<file path="config.mk">
export PLATFORM = sky130hd
export DESIGN_NAME = mfr_top
export DESIGN_NICKNAME = d
export VERILOG_FILES = /design/src/hw/mfr_pkg.sv /design/src/hw/mfr_load_if.sv /design/src/hw/mfr_sync2.sv /design/src/hw/mfr_ee_loader.sv /design/src/hw/mfr_top.sv
export SDC_FILE = /design/constraint.sdc
export NUM_CORES = 1
export LEC_CHECK = 0
export BUFFER_PORTS_ARGS = -buffer_cell sky130_fd_sc_hd__buf_2
export CAP_MARGIN = 20
export CORE_MARGIN = 10
export CORE_UTILIZATION = 52
export DETAILED_ROUTE_END_ITERATION = 16
export PLACE_DENSITY = 0.86
export SKIP_CTS_REPAIR_TIMING = 1
export SLEW_MARGIN = 5
export SYNTH_ARGS = -nofsm -noshare
export SYNTH_HDL_FRONTEND = slang
export SYNTH_HIERARCHICAL = 1
export SYNTH_SLANG_ARGS = --single-unit
</file>
<file path="constraint.sdc">
create_clock -name clock_i -period 1.8 [get_ports clock_i]
set_input_delay 0.18 -clock clock_i [delete_from_list [all_inputs] [get_ports clock_i]]
set_output_delay 0.18 -clock clock_i [all_outputs]
set_load 0.03 [all_outputs]
</file>
<file path="src/hw/mfr_pkg.sv">
// Constants, function codes and types for the multifunction terminal router.
// Assumes one 25 MHz clock, a synchronous active-low reset and no register bus.
// Contract
// - Pin zero offers interrupt A, input 0, output 0, LED, video, audio, event, IRQ.
// - Pin one offers input 1, output 1, LED, low-power flag, video, audio, event, IRQ.
// - Both supply detects high after global reset: pin one carries serial data.
// - Both supply detects high after global reset: pin four carries serial clock.
// - After global reset, read subsystem id and defaults from the EEPROM; the code loads only with both supply detects high and suspend not active.
// - Pin two offers input 2, output 2, LED, video, audio, event, ring, flag, IRQ.
// - Pin three offers IRQ or serialized interrupt; serialized interrupt after reset.
// - Pin four offers lock, input 3, output 3, LED, video, audio, event, flag, ring, IRQ.
// - Pin five offers input 4, output 4, LED, video, audio, flag, event, IRQ.
// - Pin six offers clock-run control or a parallel IRQ.
// - Dedicated output shows ring indicate or power wake event.
// - Host speaker output is the XOR of the socket speaker inputs.
// - While suspended, global or bus reset does not clear the registers.
package mfr_pkg;
	localparam int NUM_PINS = 7;
	localparam int NUM_GP = 5;
	localparam int ROUTE_W = 28;
	localparam int SOCKETS = 2;

	// Routing code held in each four-bit field of the routing word.
	typedef enum logic [3:0] {
		FN_GPI = 4'h0, FN_GPO = 4'h1, FN_LED = 4'h2, FN_VIDEO = 4'h3, FN_AUDIO = 4'h4,
		FN_GPE = 4'h5, FN_PIRQ = 4'h6, FN_LOWPWR = 4'h7, FN_RING = 4'h8, FN_INTA = 4'h9,
		FN_SERIRQ = 4'hA, FN_LOCK = 4'hB, FN_CLKRUN = 4'hC
	} mfr_func_type;

	// Pin three starts as serialized interrupt, pin six as clock run, the rest as inputs.
	localparam logic [ROUTE_W-1:0] ROUTE_RESET = 28'hC00A000;
	localparam logic [15:0] SUBSYS_RESET = 16'h0000;
	localparam logic PME_SEL_RESET = 1'b0;

	// One bit per function code that each pin may carry.
	localparam logic [15:0] ALLOW [NUM_PINS] = '{16'h027F, 16'h00FF, 16'h01FF, 16'h0440,
		16'h09FF, 16'h00FF, 16'h1040};
	// General input/output index per pin; 3'h7 means none.
	localparam logic [2:0] GP_IDX [NUM_PINS] = '{3'h0, 3'h1, 3'h2, 3'h7, 3'h3, 3'h4, 3'h7};
	localparam int SDA_PIN = 1;
	localparam int SCL_PIN = 4;

	// Serial bus timing: a quarter of a 100 kHz bit, rounded up to whole clocks.
	localparam int CLK_PERIOD_NS = 40;
	localparam int SCL_QUARTER_NS = 2500;
	localparam int SCL_QUARTER_CYC = (SCL_QUARTER_NS + CLK_PERIOD_NS - 1) / CLK_PERIOD_NS;

	localparam logic [7:0] EE_DEV_WR = 8'hA0;
	localparam logic [7:0] EE_DEV_RD = 8'hA1;
	localparam logic [7:0] EE_WORD_ADDR = 8'h00;
	localparam logic [2:0] EE_LAST = 3'h6;
	localparam logic [2:0] EE_SUBSYS_HI = 3'h0;
	localparam logic [2:0] EE_SUBSYS_LO = 3'h1;
	localparam logic [2:0] EE_ROUTE0 = 3'h2;
	localparam logic [2:0] EE_ROUTE1 = 3'h3;
	localparam logic [2:0] EE_ROUTE2 = 3'h4;
	localparam logic [2:0] EE_ROUTE3 = 3'h5;
	localparam logic [2:0] EE_PME = 3'h6;

	typedef enum logic [4:0] {
		LD_IDLE = 5'h01, LD_START = 5'h02, LD_SEND = 5'h04, LD_RECV = 5'h08, LD_STOP = 5'h10
	} mfr_ld_state_type;
endpackage

</file>
<file path="src/hw/mfr_load_if.sv">
// Link between the router and its EEPROM loader.
// Assumes both ends run on the same clock.
`timescale 1ns/1ns
interface mfr_load_if;
	logic start;
	logic sda_in;
	logic scl_rel;
	logic sda_low;
	logic busy;
	logic byte_vld;
	logic [2:0] byte_idx;
	logic [7:0] byte_data;
	logic err;
	modport loader(input start, input sda_in, output scl_rel, output sda_low, output busy,
		output byte_vld, output byte_idx, output byte_data, output err);
	modport owner(output start, output sda_in, input scl_rel, input sda_low, input busy,
		input byte_vld, input byte_idx, input byte_data, input err);
endinterface

</file>
<file path="src/hw/mfr_sync2.sv">
// Two-flop synchroniser for pins that arrive from outside the clock domain.
// Assumes the inputs are quasi-static levels; no multi-bit coherence is promised.
`timescale 1ns/1ns
module mfr_sync2 #(
	parameter int WIDTH = 1
) (
	input logic clock_i,
	input logic rst_n_i,
	input logic [WIDTH-1:0] d_i,
	output logic [WIDTH-1:0] q_o
);
	typedef struct packed {
		logic [WIDTH-1:0] meta;
		logic [WIDTH-1:0] safe;
	} mfr_sync_reg_type;
	mfr_sync_reg_type s_reg;
	mfr_sync_reg_type s_next;

	// The first stage feeds only the second stage.
	always_comb begin
		s_next.meta = d_i;
		s_next.safe = s_reg.meta;
	end

	always_ff @(posedge clock_i) begin
		if (!rst_n_i) begin
			s_reg <= '0;
		end else begin
			s_reg <= s_next;
		end
	end

	assign q_o = s_reg.safe;
endmodule

</file>
<file path="src/hw/mfr_ee_loader.sv">
// Two-wire EEPROM reader: random read of seven bytes from word address zero.
// Assumes open-drain pins handled by the owner; clock stretching is not honoured.
`timescale 1ns/1ns
module mfr_ee_loader
	import mfr_pkg::*;
(
	input logic clock_i,
	input logic rst_n_i,
	mfr_load_if.loader ld
);
	localparam logic [6:0] QMAX = 7'(SCL_QUARTER_CYC - 1);

	typedef struct packed {
		mfr_ld_state_type st;
		logic [6:0] qcnt;
		logic [1:0] ph;
		logic [3:0] bitn;
		logic [7:0] sh;
		logic [1:0] step;
		logic [2:0] idx;
		logic [2:0] bidx;
		logic scl_rel;
		logic sda_low;
		logic vld;
		logic err;
	} mfr_ld_reg_type;
	mfr_ld_reg_type s_reg;
	mfr_ld_reg_type s_next;
	logic tick;

	// Each bit takes four quarters: set data, raise clock, sample, drop clock.
	always_comb begin
		s_next = s_reg;
		s_next.vld = 1'b0;
		tick = (s_reg.qcnt == QMAX);
		s_next.qcnt = tick ? 7'h00 : s_reg.qcnt + 7'h01;
		if (tick && s_reg.st != LD_IDLE) begin
			s_next.ph = s_reg.ph + 2'h1;
		end
		case (s_reg.st)
			LD_IDLE: begin
				s_next.qcnt = 7'h00;
				s_next.scl_rel = 1'b1;
				s_next.sda_low = 1'b0;
				if (ld.start) begin
					s_next.st = LD_START;
					s_next.ph = 2'h0;
					s_next.step = 2'h0;
					s_next.idx = 3'h0;
					s_next.err = 1'b0;
				end
			end
			LD_START: if (tick) begin
				case (s_reg.ph)
					2'h0: s_next.sda_low = 1'b0;
					2'h1: s_next.scl_rel = 1'b1;
					2'h2: s_next.sda_low = 1'b1;
					default: begin
						s_next.scl_rel = 1'b0;
						s_next.st = LD_SEND;
						s_next.bitn = 4'h0;
						s_next.sh = (s_reg.step == 2'h2) ? EE_DEV_RD : EE_DEV_WR;
					end
				endcase
			end
			LD_SEND: if (tick) begin
				case (s_reg.ph)
					2'h0: s_next.sda_low = (s_reg.bitn < 4'h8) && !s_reg.sh[7];
					2'h1: s_next.scl_rel = 1'b1;
					2'h2: if (s_reg.bitn == 4'h8 && ld.sda_in) s_next.err = 1'b1;
					default: begin
						s_next.scl_rel = 1'b0;
						if (s_reg.bitn < 4'h8) begin
							s_next.sh = {s_reg.sh[6:0], 1'b0};
							s_next.bitn = s_reg.bitn + 4'h1;
						end else if (s_reg.err) begin
							s_next.st = LD_STOP;
						end else if (s_reg.step == 2'h0) begin
							s_next.step = 2'h1;
							s_next.sh = EE_WORD_ADDR;
							s_next.bitn = 4'h0;
						end else if (s_reg.step == 2'h1) begin
							s_next.step = 2'h2;
							s_next.st = LD_START;
						end else begin
							s_next.st = LD_RECV;
							s_next.bitn = 4'h0;
						end
					end
				endcase
			end
			LD_RECV: if (tick) begin
				case (s_reg.ph)
					2'h0: s_next.sda_low = (s_reg.bitn == 4'h8) && (s_reg.idx != EE_LAST);
					2'h1: s_next.scl_rel = 1'b1;
					2'h2: if (s_reg.bitn < 4'h8) s_next.sh = {s_reg.sh[6:0], ld.sda_in};
					default: begin
						s_next.scl_rel = 1'b0;
						if (s_reg.bitn < 4'h8) begin
							s_next.bitn = s_reg.bitn + 4'h1;
						end else begin
							s_next.vld = 1'b1;
							s_next.bidx = s_reg.idx;
							s_next.bitn = 4'h0;
							s_next.idx = s_reg.idx + 3'h1;
							if (s_reg.idx == EE_LAST) s_next.st = LD_STOP;
						end
					end
				endcase
			end
			LD_STOP: if (tick) begin
				case (s_reg.ph)
					2'h0: s_next.sda_low = 1'b1;
					2'h1: s_next.scl_rel = 1'b1;
					2'h2: s_next.sda_low = 1'b0;
					default: s_next.st = LD_IDLE;
				endcase
			end
			default: s_next.st = LD_IDLE;
		endcase
	end

	always_ff @(posedge clock_i) begin
		if (!rst_n_i) begin
			s_reg <= '0;
			s_reg.st <= LD_IDLE;
			s_reg.scl_rel <= 1'b1;
		end else begin
			s_reg <= s_next;
		end
	end

	assign ld.scl_rel = s_reg.scl_rel;
	assign ld.sda_low = s_reg.sda_low;
	assign ld.busy = (s_reg.st != LD_IDLE);
	assign ld.byte_vld = s_reg.vld;
	assign ld.byte_idx = s_reg.bidx;
	assign ld.byte_data = s_reg.sh;
	assign ld.err = s_reg.err;
endmodule

</file>
<file path="src/hw/mfr_top.sv">
// Multifunction terminal router with serial EEPROM default loading.
// Assumes internal function sources are on clock_i; pins and resets arrive asynchronously.
`timescale 1ns/1ns
module mfr_top (
	input logic clock_i,
	input logic rst_n_i,
	input logic global_reset_input_n_i,
	input logic bus_reset_input_n_i,
	input logic suspend_n_i,
	input logic socket_supply_detect_a_i,
	input logic socket_supply_detect_b_i,
	input logic [mfr_pkg::SOCKETS-1:0] card_speaker_input_i,
	input logic [mfr_pkg::NUM_PINS-1:0] multi_pin_i,
	output logic [mfr_pkg::NUM_PINS-1:0] multi_pin_o,
	output logic [mfr_pkg::NUM_PINS-1:0] multi_pin_oe_o,
	input logic cfg_wr_i,
	input logic [mfr_pkg::ROUTE_W-1:0] cfg_route_i,
	input logic cfg_pme_sel_i,
	input logic inta_n_i,
	input logic [mfr_pkg::NUM_GP-1:0] general_output_i,
	input logic led_i,
	input logic video_port_switch_i,
	input logic audio_pwm_i,
	input logic low_power_state_flag_i,
	input logic ring_i,
	input logic power_wake_event_i,
	input logic [mfr_pkg::NUM_PINS-1:0] par_irq_i,
	input logic serirq_out_i,
	input logic serirq_oe_i,
	input logic clkrun_drive_i,
	output logic [mfr_pkg::NUM_GP-1:0] general_input_o,
	output logic general_purpose_event_o,
	output logic serialized_interrupt_line_o,
	output logic lock_n_o,
	output logic clkrun_n_o,
	output logic ring_indicate_output_o,
	output logic host_speaker_output_o,
	output logic [15:0] subsystem_id_o,
	output logic [mfr_pkg::ROUTE_W-1:0] route_o,
	output logic serial_strap_o,
	output logic eeprom_busy_o,
	output logic eeprom_err_o
);
	import mfr_pkg::*;

	typedef struct packed {
		logic [ROUTE_W-1:0] route;
		logic pme_sel;
		logic [15:0] subsys;
		logic strap;
		logic gres_d;
		logic ld_start;
		logic [NUM_PINS-1:0] prev;
		logic [NUM_PINS-1:0] pin_o;
		logic [NUM_PINS-1:0] pin_oe;
		logic [NUM_GP-1:0] gpi;
		logic general_purpose_event;
		logic lock_n;
		logic clkrun_n;
		logic serirq;
		logic ring;
		logic spk;
		logic busy;
		logic err;
	} mfr_top_reg_type;
	mfr_top_reg_type s_reg;
	mfr_top_reg_type s_next;

	// Field of the routing word that belongs to one pin.
	function automatic mfr_func_type fn_of(input logic [ROUTE_W-1:0] route, input int p);
		return mfr_func_type'(route[4*p +: 4]);
	endfunction

	// True when the pin may carry the code; anything else leaves the pin idle.
	function automatic logic allowed(input int p, input mfr_func_type fn);
		return ALLOW[p][fn];
	endfunction

	// Every external level crosses two flops before use.
	logic [13:0] raw;
	logic [13:0] syn;
	logic gres_s;
	logic bres_s;
	logic susp_n_s;
	logic [1:0] sd_s;
	logic [NUM_PINS-1:0] pin_s;
	logic [SOCKETS-1:0] spk_s;
	logic reset_hit;
	assign raw = {card_speaker_input_i, multi_pin_i, socket_supply_detect_b_i,
		socket_supply_detect_a_i, suspend_n_i, bus_reset_input_n_i, global_reset_input_n_i};
	assign gres_s = syn[0];
	assign bres_s = syn[1];
	assign susp_n_s = syn[2];
	assign sd_s = syn[4:3];
	assign pin_s = syn[11:5];
	assign spk_s = syn[13:12];

	mfr_sync2 #(.WIDTH(14)) u_sync (
		.clock_i(clock_i),
		.rst_n_i(rst_n_i),
		.d_i(raw),
		.q_o(syn)
	);

	mfr_load_if ld_bus();

	mfr_ee_loader u_loader (
		.clock_i(clock_i),
		.rst_n_i(rst_n_i),
		.ld(ld_bus.loader)
	);

	// The loader samples the data pin only through the synchroniser.
	assign ld_bus.start = s_reg.ld_start;
	assign ld_bus.sda_in = pin_s[SDA_PIN];

	// Suspend shields the configuration from both board resets.
	assign reset_hit = (!gres_s || !bres_s) && susp_n_s;

	always_comb begin
		mfr_func_type fn;
		logic [2:0] gp;
		logic skip;
		fn = FN_GPI;
		gp = 3'h0;
		skip = 1'b0;
		s_next = s_reg;
		s_next.ld_start = 1'b0;
		s_next.gres_d = gres_s;
		s_next.prev = pin_s;

		// Strap and EEPROM load begin at the release of global reset.
		if (gres_s && !s_reg.gres_d) begin
			s_next.strap = sd_s[0] && sd_s[1];
			s_next.ld_start = sd_s[0] && sd_s[1] && susp_n_s;
		end

		// Host writes first, loaded bytes next, board reset wins over both.
		if (cfg_wr_i) begin
			s_next.route = cfg_route_i;
			s_next.pme_sel = cfg_pme_sel_i;
		end
		if (ld_bus.byte_vld) begin
			case (ld_bus.byte_idx)
				EE_SUBSYS_HI: s_next.subsys[15:8] = ld_bus.byte_data;
				EE_SUBSYS_LO: s_next.subsys[7:0] = ld_bus.byte_data;
				EE_ROUTE0: s_next.route[7:0] = ld_bus.byte_data;
				EE_ROUTE1: s_next.route[15:8] = ld_bus.byte_data;
				EE_ROUTE2: s_next.route[23:16] = ld_bus.byte_data;
				EE_ROUTE3: s_next.route[27:24] = ld_bus.byte_data[3:0];
				EE_PME: s_next.pme_sel = ld_bus.byte_data[0];
				default: s_next.pme_sel = s_reg.pme_sel;
			endcase
		end
		if (reset_hit) begin
			s_next.route = ROUTE_RESET;
			s_next.pme_sel = PME_SEL_RESET;
			s_next.subsys = SUBSYS_RESET;
		end
		s_next.busy = ld_bus.busy;
		s_next.err = ld_bus.err;

		// Per-pin routing; only the selected function touches the pin.
		s_next.gpi = '0;
		s_next.general_purpose_event = 1'b0;
		s_next.lock_n = 1'b1;
		s_next.clkrun_n = 1'b1;
		s_next.serirq = 1'b1;
		for (int p = 0; p < NUM_PINS; p++) begin
			fn = fn_of(s_reg.route, p);
			gp = GP_IDX[p];
			skip = s_reg.strap && (p == SDA_PIN || p == SCL_PIN);
			s_next.pin_o[p] = 1'b0;
			s_next.pin_oe[p] = 1'b0;
			if (allowed(p, fn) && !skip) begin
				case (fn)
					FN_GPI: s_next.gpi[gp] = pin_s[p];
					FN_GPE: s_next.general_purpose_event = s_next.general_purpose_event | (s_reg.prev[p] && !pin_s[p]);
					FN_LOCK: s_next.lock_n = pin_s[p];
					FN_GPO: begin
						s_next.pin_o[p] = general_output_i[gp];
						s_next.pin_oe[p] = 1'b1;
					end
					FN_LED: begin
						s_next.pin_o[p] = led_i;
						s_next.pin_oe[p] = 1'b1;
					end
					FN_VIDEO: begin
						s_next.pin_o[p] = video_port_switch_i;
						s_next.pin_oe[p] = 1'b1;
					end
					FN_AUDIO: begin
						s_next.pin_o[p] = audio_pwm_i;
						s_next.pin_oe[p] = 1'b1;
					end
					FN_LOWPWR: begin
						s_next.pin_o[p] = low_power_state_flag_i;
						s_next.pin_oe[p] = 1'b1;
					end
					FN_RING: begin
						s_next.pin_o[p] = ring_i;
						s_next.pin_oe[p] = 1'b1;
					end
					FN_PIRQ: begin
						s_next.pin_o[p] = par_irq_i[p];
						s_next.pin_oe[p] = 1'b1;
					end
					FN_INTA: s_next.pin_oe[p] = !inta_n_i;
					FN_SERIRQ: begin
						s_next.pin_o[p] = serirq_out_i;
						s_next.pin_oe[p] = serirq_oe_i;
						s_next.serirq = pin_s[p];
					end
					FN_CLKRUN: begin
						s_next.pin_oe[p] = clkrun_drive_i;
						s_next.clkrun_n = pin_s[p];
					end
					default: s_next.pin_oe[p] = 1'b0;
				endcase
			end
		end

		// Strapped pins become the open-drain serial bus, pulled low only.
		if (s_reg.strap) begin
			s_next.pin_o[SDA_PIN] = 1'b0;
			s_next.pin_oe[SDA_PIN] = ld_bus.sda_low;
			s_next.pin_o[SCL_PIN] = 1'b0;
			s_next.pin_oe[SCL_PIN] = !ld_bus.scl_rel;
		end

		s_next.ring = s_reg.pme_sel ? power_wake_event_i : ring_i;
		s_next.spk = ^spk_s;
	end

	// The synchronous reset restores every field, strap included.
	always_ff @(posedge clock_i) begin
		if (!rst_n_i) begin
			s_reg <= '0;
			s_reg.route <= ROUTE_RESET;
			s_reg.pme_sel <= PME_SEL_RESET;
			s_reg.subsys <= SUBSYS_RESET;
			s_reg.lock_n <= 1'b1;
			s_reg.clkrun_n <= 1'b1;
			s_reg.serirq <= 1'b1;
		end else begin
			s_reg <= s_next;
		end
	end

	assign multi_pin_o = s_reg.pin_o;
	assign multi_pin_oe_o = s_reg.pin_oe;
	assign general_input_o = s_reg.gpi;
	assign general_purpose_event_o = s_reg.general_purpose_event;
	assign serialized_interrupt_line_o = s_reg.serirq;
	assign lock_n_o = s_reg.lock_n;
	assign clkrun_n_o = s_reg.clkrun_n;
	assign ring_indicate_output_o = s_reg.ring;
	assign host_speaker_output_o = s_reg.spk;
	assign subsystem_id_o = s_reg.subsys;
	assign route_o = s_reg.route;
	assign serial_strap_o = s_reg.strap;
	assign eeprom_busy_o = s_reg.busy;
	assign eeprom_err_o = s_reg.err;
endmodule

</file>
======== After elaboration in Yosys (flattened, before gate mapping) ========
Memory sizes are Yosys's and may differ from the RTL's. A register that Yosys moved wholly into a read port is not among the register bits.
Index checks and enable logic that the tools add are counted.
W data, S select, Z words.
word-level totals
  latch bits .............................. 0
  memories ................................ 7
  logic and storage cells ................. 432
  input port bits ......................... 68
  register bits after elaboration ......... 148
  bits in read-only memories .............. 112
  RAM bits ................................ 0
memory list
  memory            depth  bits a word  rd ports  clocked after Yosys merged registers in  write ports  RTL line       source
  (name not given)  16     1            1         1                                        0            mfr_top.sv:76  return ALLOW[p][fn];
  (name not given)  16     1            1         1                                        0            mfr_top.sv:76
  (name not given)  16     1            1         1                                        0            mfr_top.sv:76
  (name not given)  16     1            1         1                                        0            mfr_top.sv:76
  (name not given)  16     1            1         1                                        0            mfr_top.sv:76
  (name not given)  16     1            1         1                                        0            mfr_top.sv:76
  +1 memories       n/a    n/a          n/a       n/a                                      n/a          n/a
operators by class
  multiply operators ...................... 0
  reductions and logical operators ........ 82
  bitwise logic cells ..................... 13
  order comparisons ....................... 8
  muxes and demuxes ....................... 138
  equal/unequal tests ..................... 132
  shift-type cells ........................ 0
  div/mod/pow operators ................... 0
  add/sub/neg operators ................... 4
operator list
  operator              number
  $eq A4 B4 Y1 const B  36
  $eq A4 B3 Y1 const B  28
  $mux W4               20
  $mux W5               15
  $mux W8               8
  $eq A4 B2 Y1 const B  14
  $pmux W1 S8           7
  $mux W1               50
  $reduce_or A7 Y1      7
  $mux W12              4
  $mux W45              1
  $mux W14              3
  $pmux W12 S3          1
  $lt A4 B5 Y1 const B  7
  $mux W29              1
  $eq A4 B1 Y1 const B  7
  $pmux W1 S4           7
  $pmux W5 S5           1
  $ne A2 B1 Y1 const B  12
  $logic_not A4 Y1      5
  $mux W2               9
  $reduce_and A9 Y1     2
  $logic_and A1 B1 Y1   17
  $ne A2 B2 Y1 const B  8
  other kinds (48)      107

======== Depth between registers and ports, before layout ========
  word-level depth ........................ 22
  mapped depth ............................ 9
  gate-level depth less buffers ........... 7

======== Modules after synthesis ========
Netlist, hierarchy kept.
modules (own cells, without submodules)
  module         area an instance (um^2)  instances  cells an instance
  mfr_top        5482.8                   1          656
  mfr_ee_loader  2307.2                   1          269
  mfr_sync2      785.8                    1          58

======== Worst setup path after synthesis ========
Ideal clock, no wire load.
  kind .................................... flip-flop to flip-flop
  start point ............................. register u_loader/s_reg[36] (netlist name)
  end point ............................... register, netlist name u_loader/ld.scl_rel
  period minus slack after synthesis ...... 1.795 ns
  data arrival time ....................... 1.662 ns
  setup time .............................. 0.133 ns
  cell stages (with the launch flop) ...... 7
  data required time ...................... 1.667 ns
  setup slack ............................. 0.005 ns
  cells stage by stage .................... dfxtp_1 > buf_4 > nor4b_1 > a211oi_1 > a2111oi_1 > o221a_2 > o21ai_1
on the way
  longest elaborated chain between the ends .. 3
  elaborated cells on any way between the ends .. 13
  those cells by class .................... eq/ne (10); mux (1); reduce/logical (2)
RTL lines
  what                                                                        RTL line              source
  from (decl)                                                                 mfr_ee_loader.sv:27   mfr_ld_reg_type s_reg;
  from (signal assigned)                                                      mfr_ee_loader.sv:129  s_reg <= s_next;
  $eq A5 B2 Y1, or another cell as far along                                  mfr_ee_loader.sv:40   case (s_reg.st)
  $reduce_bool A5 Y1 (no source line) / $ne A2 B1 Y1 (equally long branches)  n/a
  $reduce_and A6 Y1 (no source line)                                          n/a
Parallel ways exist; a longest one is shown, timed or not.
A chain may end at the register's enable or synchronous reset.

======== Final worst setup path ========
  start point ............................. register u_loader/s_reg[34] (netlist name)
  end point ............................... register u_loader/s_reg[34] (netlist name)
on the way
  longest elaborated chain between the ends .. 3
  elaborated cells on any way between the ends .. 20
  those cells by class .................... eq/ne (18); mux (1); reduce/logical (1)
RTL lines
  what                                                         RTL line
  $eq A5 B3 Y1, or another cell as far along                   mfr_ee_loader.sv:40
  $ne A3 B2 Y1 (no source line), or another cell as far along  n/a
  $reduce_and A13 Y1 (no source line)                          n/a
Parallel ways exist; a longest one is shown, timed or not.

==> flow_results.org <==
** Status
- The flow ran to the end, but the final reports show violations.
- Violations in the final reports :: negative setup slack

** Worst hold path
- Class of the tightest hold or removal check :: in -> reg

** STA
- Measured against its own limit, the worst slew margin works out to 0.524.
- The number of max-slew violations in the final report is 0.
- Setup violations remaining at the end of the flow were counted as 2.
- Setup repair after global routing missed its margin :: true
- Static timing analysis puts the maximum clock frequency at between 500 and 600 MHz.
- Clock Skews :: around 0.011 ns
- The count of endpoints failing hold in the final timing report is 0.
- Post-Route Hold Slack :: 0.0355 ns
- Dividing the final minimum period by the clock period gives 1.01.
- In the post-route analysis, the smallest setup slack over all paths is -0.0224 ns.
- Minimum clock period :: between 1.5 and 2 ns
- For the pin with the worst max-slew slack, the measured transition is ~0.7 ns.

** Critical path
- Signal arrival time at the worst endpoint :: 2.15 ns
- STA classifies the critical path startpoint as a flip-flop.
- Walking the worst path, the cells encountered are buf_8 -> xor2_4 -> a211oi_2 -> nor3_1 -> or2_2 -> o221a_2.
- Required time at the endpoint of the critical path :: between 2 and 2.5 ns
- Top delay family on crit path :: compound AO/OA/AOI/OAI gates
- Endpoint kind of the worst setup timing path :: flip-flop
- In this design, the stage delay of the slowest critical-path cell is approximately 0.38 ns.
- Worst Path Class, Setup :: reg -> reg
- Cell with the largest stage delay on the worst path :: sky130_fd_sc_hd__a211oi_2
- Crit path buffers/inverters :: 1
- Along the worst path, the maximum fanout reaches 7.

** Synth
- The share of synthesized area in the top cell type comes to 0.362.
- Most frequent cells after synthesis :: 155 x sky130_fd_sc_hd__dfxtp_1, 81 x sky130_fd_sc_hd__buf_4, 73 x sky130_fd_sc_hd__nand2_1, 73 x sky130_fd_sc_hd__nor2_1, 62 x sky130_fd_sc_hd__mux2i_1
- Cell count after synthesis :: between 900 and 1k
- Post-synth top flop :: sky130_fd_sc_hd__dfxtp_1
- In this run the cell area of the synthesized design comes to between 0.008 and 0.009 mm2.
- Yosys printed 6 warnings.
- Number of nets in the synthesized netlist :: approximately 1.1k
- By area the synthesized netlist is led by sky130_fd_sc_hd__dfxtp_1 36%, sky130_fd_sc_hd__mux2i_1 7.2%, sky130_fd_sc_hd__buf_4 7.1%.
- In this run, synthesis inferred 0 flip-flops with an integrated enable.
- The synthesized design spends more area on one cell type than any other, namely sky130_fd_sc_hd__dfxtp_1.
- For this run, the register share of the synthesized area comes to 0.362.
- Count leader, synth :: sky130_fd_sc_hd__dfxtp_1
- After synthesis, the share of flip-flops with an asynchronous set or reset is 0.
- Synthesized area divided by synthesized cell count :: roughly 8.7 um2
- Synth cell types :: just under 90
- After synthesis the netlist holds a flip-flop and latch count of ~160.

** Placement
- Input and output buffers added on the ports amount to ~140.
- The wire-length estimate of the detail-placed layout is between 15000 and 20000 um.
- GP Congestion :: between 1 and 1.5

** Power
- VDD sags by at most between 0.7 and 0.8 mV.
- Leakage power figure :: ~4.4 nW
- Total power per unit cell area :: roughly 960 mW/mm2
- Total power for the finished layout comes to 0.0100 W.

** Route
- After the first detailed-routing iteration, the DRC count stood at 779.
- Total Wirelength :: roughly 26000 um
- The routed layout has around 8k vias.
- Post-route DRC :: 0
- 1st-pass router iterations :: 7
- Number of antenna-violating nets in the routed design :: 0
- Number of vias per cell :: 5.89
- After detailed routing, the average wire length per cell comes to ~19 um.

** Clock tree
- Clock input transition at the sequential cells of the worst setup and hold paths :: 0.06 ns
- In this run the deepest clock path goes through 2 buffers.
- TritonCTS built the clock tree.
- Cell at the root of the clock tree :: sky130_fd_sc_hd__clkbuf_16
- Total CTS buffers :: 17
- For the worst-skew pair, the clock arrives at the later sink with an insertion delay of 0.43 ns.
- Number of levels in the clock H-tree :: 4
- Number of clock sinks :: 155

** Final layout
- Fill cell total of the finished layout :: about 1.3k
- In the final layout, the share of cells above drive strength 1 is 0.324.
- Fin util :: 0.650
- From synthesis to final layout, the design area changed by 21.3%.
- Largest register FFs :: 28
- The net count of the finished layout is about 1.2k.
- Antenna diodes :: 0

** Floorplanning
- The initialized floorplan defines 46 standard-cell rows.
- Top-level port count :: between 100 and 150
- Die extent in y :: roughly 150 um
- CORE AREA :: 0.0160 mm2
- Area of the die :: about 0.022 mm2
- For this configuration, the core starts out at a cell density of 0.536.
- Die extent in x :: 148 um

** Global routing
- Vias in the first global route :: roughly 7.5k
- Global route total overflow :: 0
- Pin count of the biggest net entering global routing :: 49
- Total GRT Usage :: 0.223
- The initial antenna violation count came to 0.
- The first global-routing pass estimated about 40000 um of wire.

** Run
- Number of max-capacitance violations reported :: 0
-- final timing paths --
check                          start                endpoint  slack (ns)  cells after the start
hold / removal    power_wake_event_i  ring_indicate_output_o        0.04                      3
setup / recovery  u_loader/s_reg[34]      u_loader/s_reg[34]       -0.02                      6
hold reg to reg     u_sync/s_next[5]           u_sync/q_o[5]        0.43                      1
setup reg to reg  u_loader/s_reg[34]      u_loader/s_reg[34]       -0.02                      6
-- per-layer routing --
| layer | GRT usage | routed length (um) | up-vias |
|---|---|---|---|
| li1 | - | - | 3715 |
| met4 | 0.119 | 1000 | 0 |
| met1 | 0.258 | 9880 | 3717 |
| met5 | 0 | 0 | - |
| met2 | 0.370 | 12500 | 409 |
| met3 | 0.0595 | 2450 | 86 |
-- kinds of logic (layout without fill, tap and decap cells) --
family | Yosys count | in the layout | share of synthesized area
mux | 78 | 78 | 0.0956
buf+inv | 166 | 313 | 0.121
fa+ha+maj | 10 | 10 | 0.0146
compound gates | 193 | 193 | 0.150
simple gates | 366 | 366 | 0.241
xor+xnor | 15 | 15 | 0.0162
flops | 155 | 155 | 0.362
-- stage by stage --
| step | instance area, um2 | setup slack [ns] | setup TNS [ns] | instances |
|---|---|---|---|---|
| 2_1_floorplan | 8580 | 0.00543 | 0 | 983 |
| 3_3_place_gp | 9350 | -0.117 | -0.585 | 1294 |
| 3_5_place_dp | 9350 | -0.142 | -0.918 | 1294 |
| 4_1_cts | 9980 | -0.162 | -1.40 | 1324 |
| 5_1_grt | 10400 | -0.0942 | -0.962 | 1346 |
| 6_report | 10400 | -0.0224 | -0.0441 | 1346 |
-- cell type report --
type,instances,area [um2],area share
Clock inverter,7,164,0.0158
Clock buffer,23,468,0.0450
Multi-Input combinational cell,662,4610,0.443
Inverter,27,101,0.00974
Tap cell,216,270,0.0260
Sequential cell,155,3120,0.300
Timing Repair Buffer,256,1670,0.160
-- cell usage in the layout, fill, tap and decap left out, drive strengths merged, types with 5 or more instances in the layout --
| master | n |
|---|---|
| a211oi | 20 |
| a21oi | 44 |
| a31oi | 7 |
| and2 | 42 |
| and3 | 5 |
| buf | 241 |
| bufinv | 5 |
| clkbuf | 24 |
| dfxtp | 155 |
| dlygate4sd3 | 14 |
| ha | 10 |
| inv | 27 |
| mux2 | 15 |
| mux2i | 62 |
| nand2 | 73 |
| nand2b | 10 |
| nand3 | 40 |
| nand3b | 6 |
| nand4 | 17 |
| nand4b | 11 |
| nor2 | 74 |
| nor2b | 16 |
| nor3 | 17 |
| nor3b | 8 |
| nor4 | 11 |
| nor4b | 8 |
| o211ai | 10 |
| o21ai | 49 |
| o22ai | 7 |
| o31ai | 6 |
| or3 | 7 |
| xnor2 | 6 |
| xor2 | 9 |
-- power by group --
group / total (W) / internal, W / switching, W
clock network: 0.00389 / 0.00252 / 0.00137
logic: 0.00229 / 0.00101 / 0.00128
registers: 0.00384 / 0.00364 / 0.000201
total: 0.0100 / 0.00717 / 0.00286
-- tightest hold or removal path, cell delays in order --
cell and delay (ns):
sky130_fd_sc_hd__buf_2 0.08, sky130_fd_sc_hd__mux2i_1 0.06, sky130_fd_sc_hd__nor2b_1 0.10
Power figures use the tool's default switching activity.
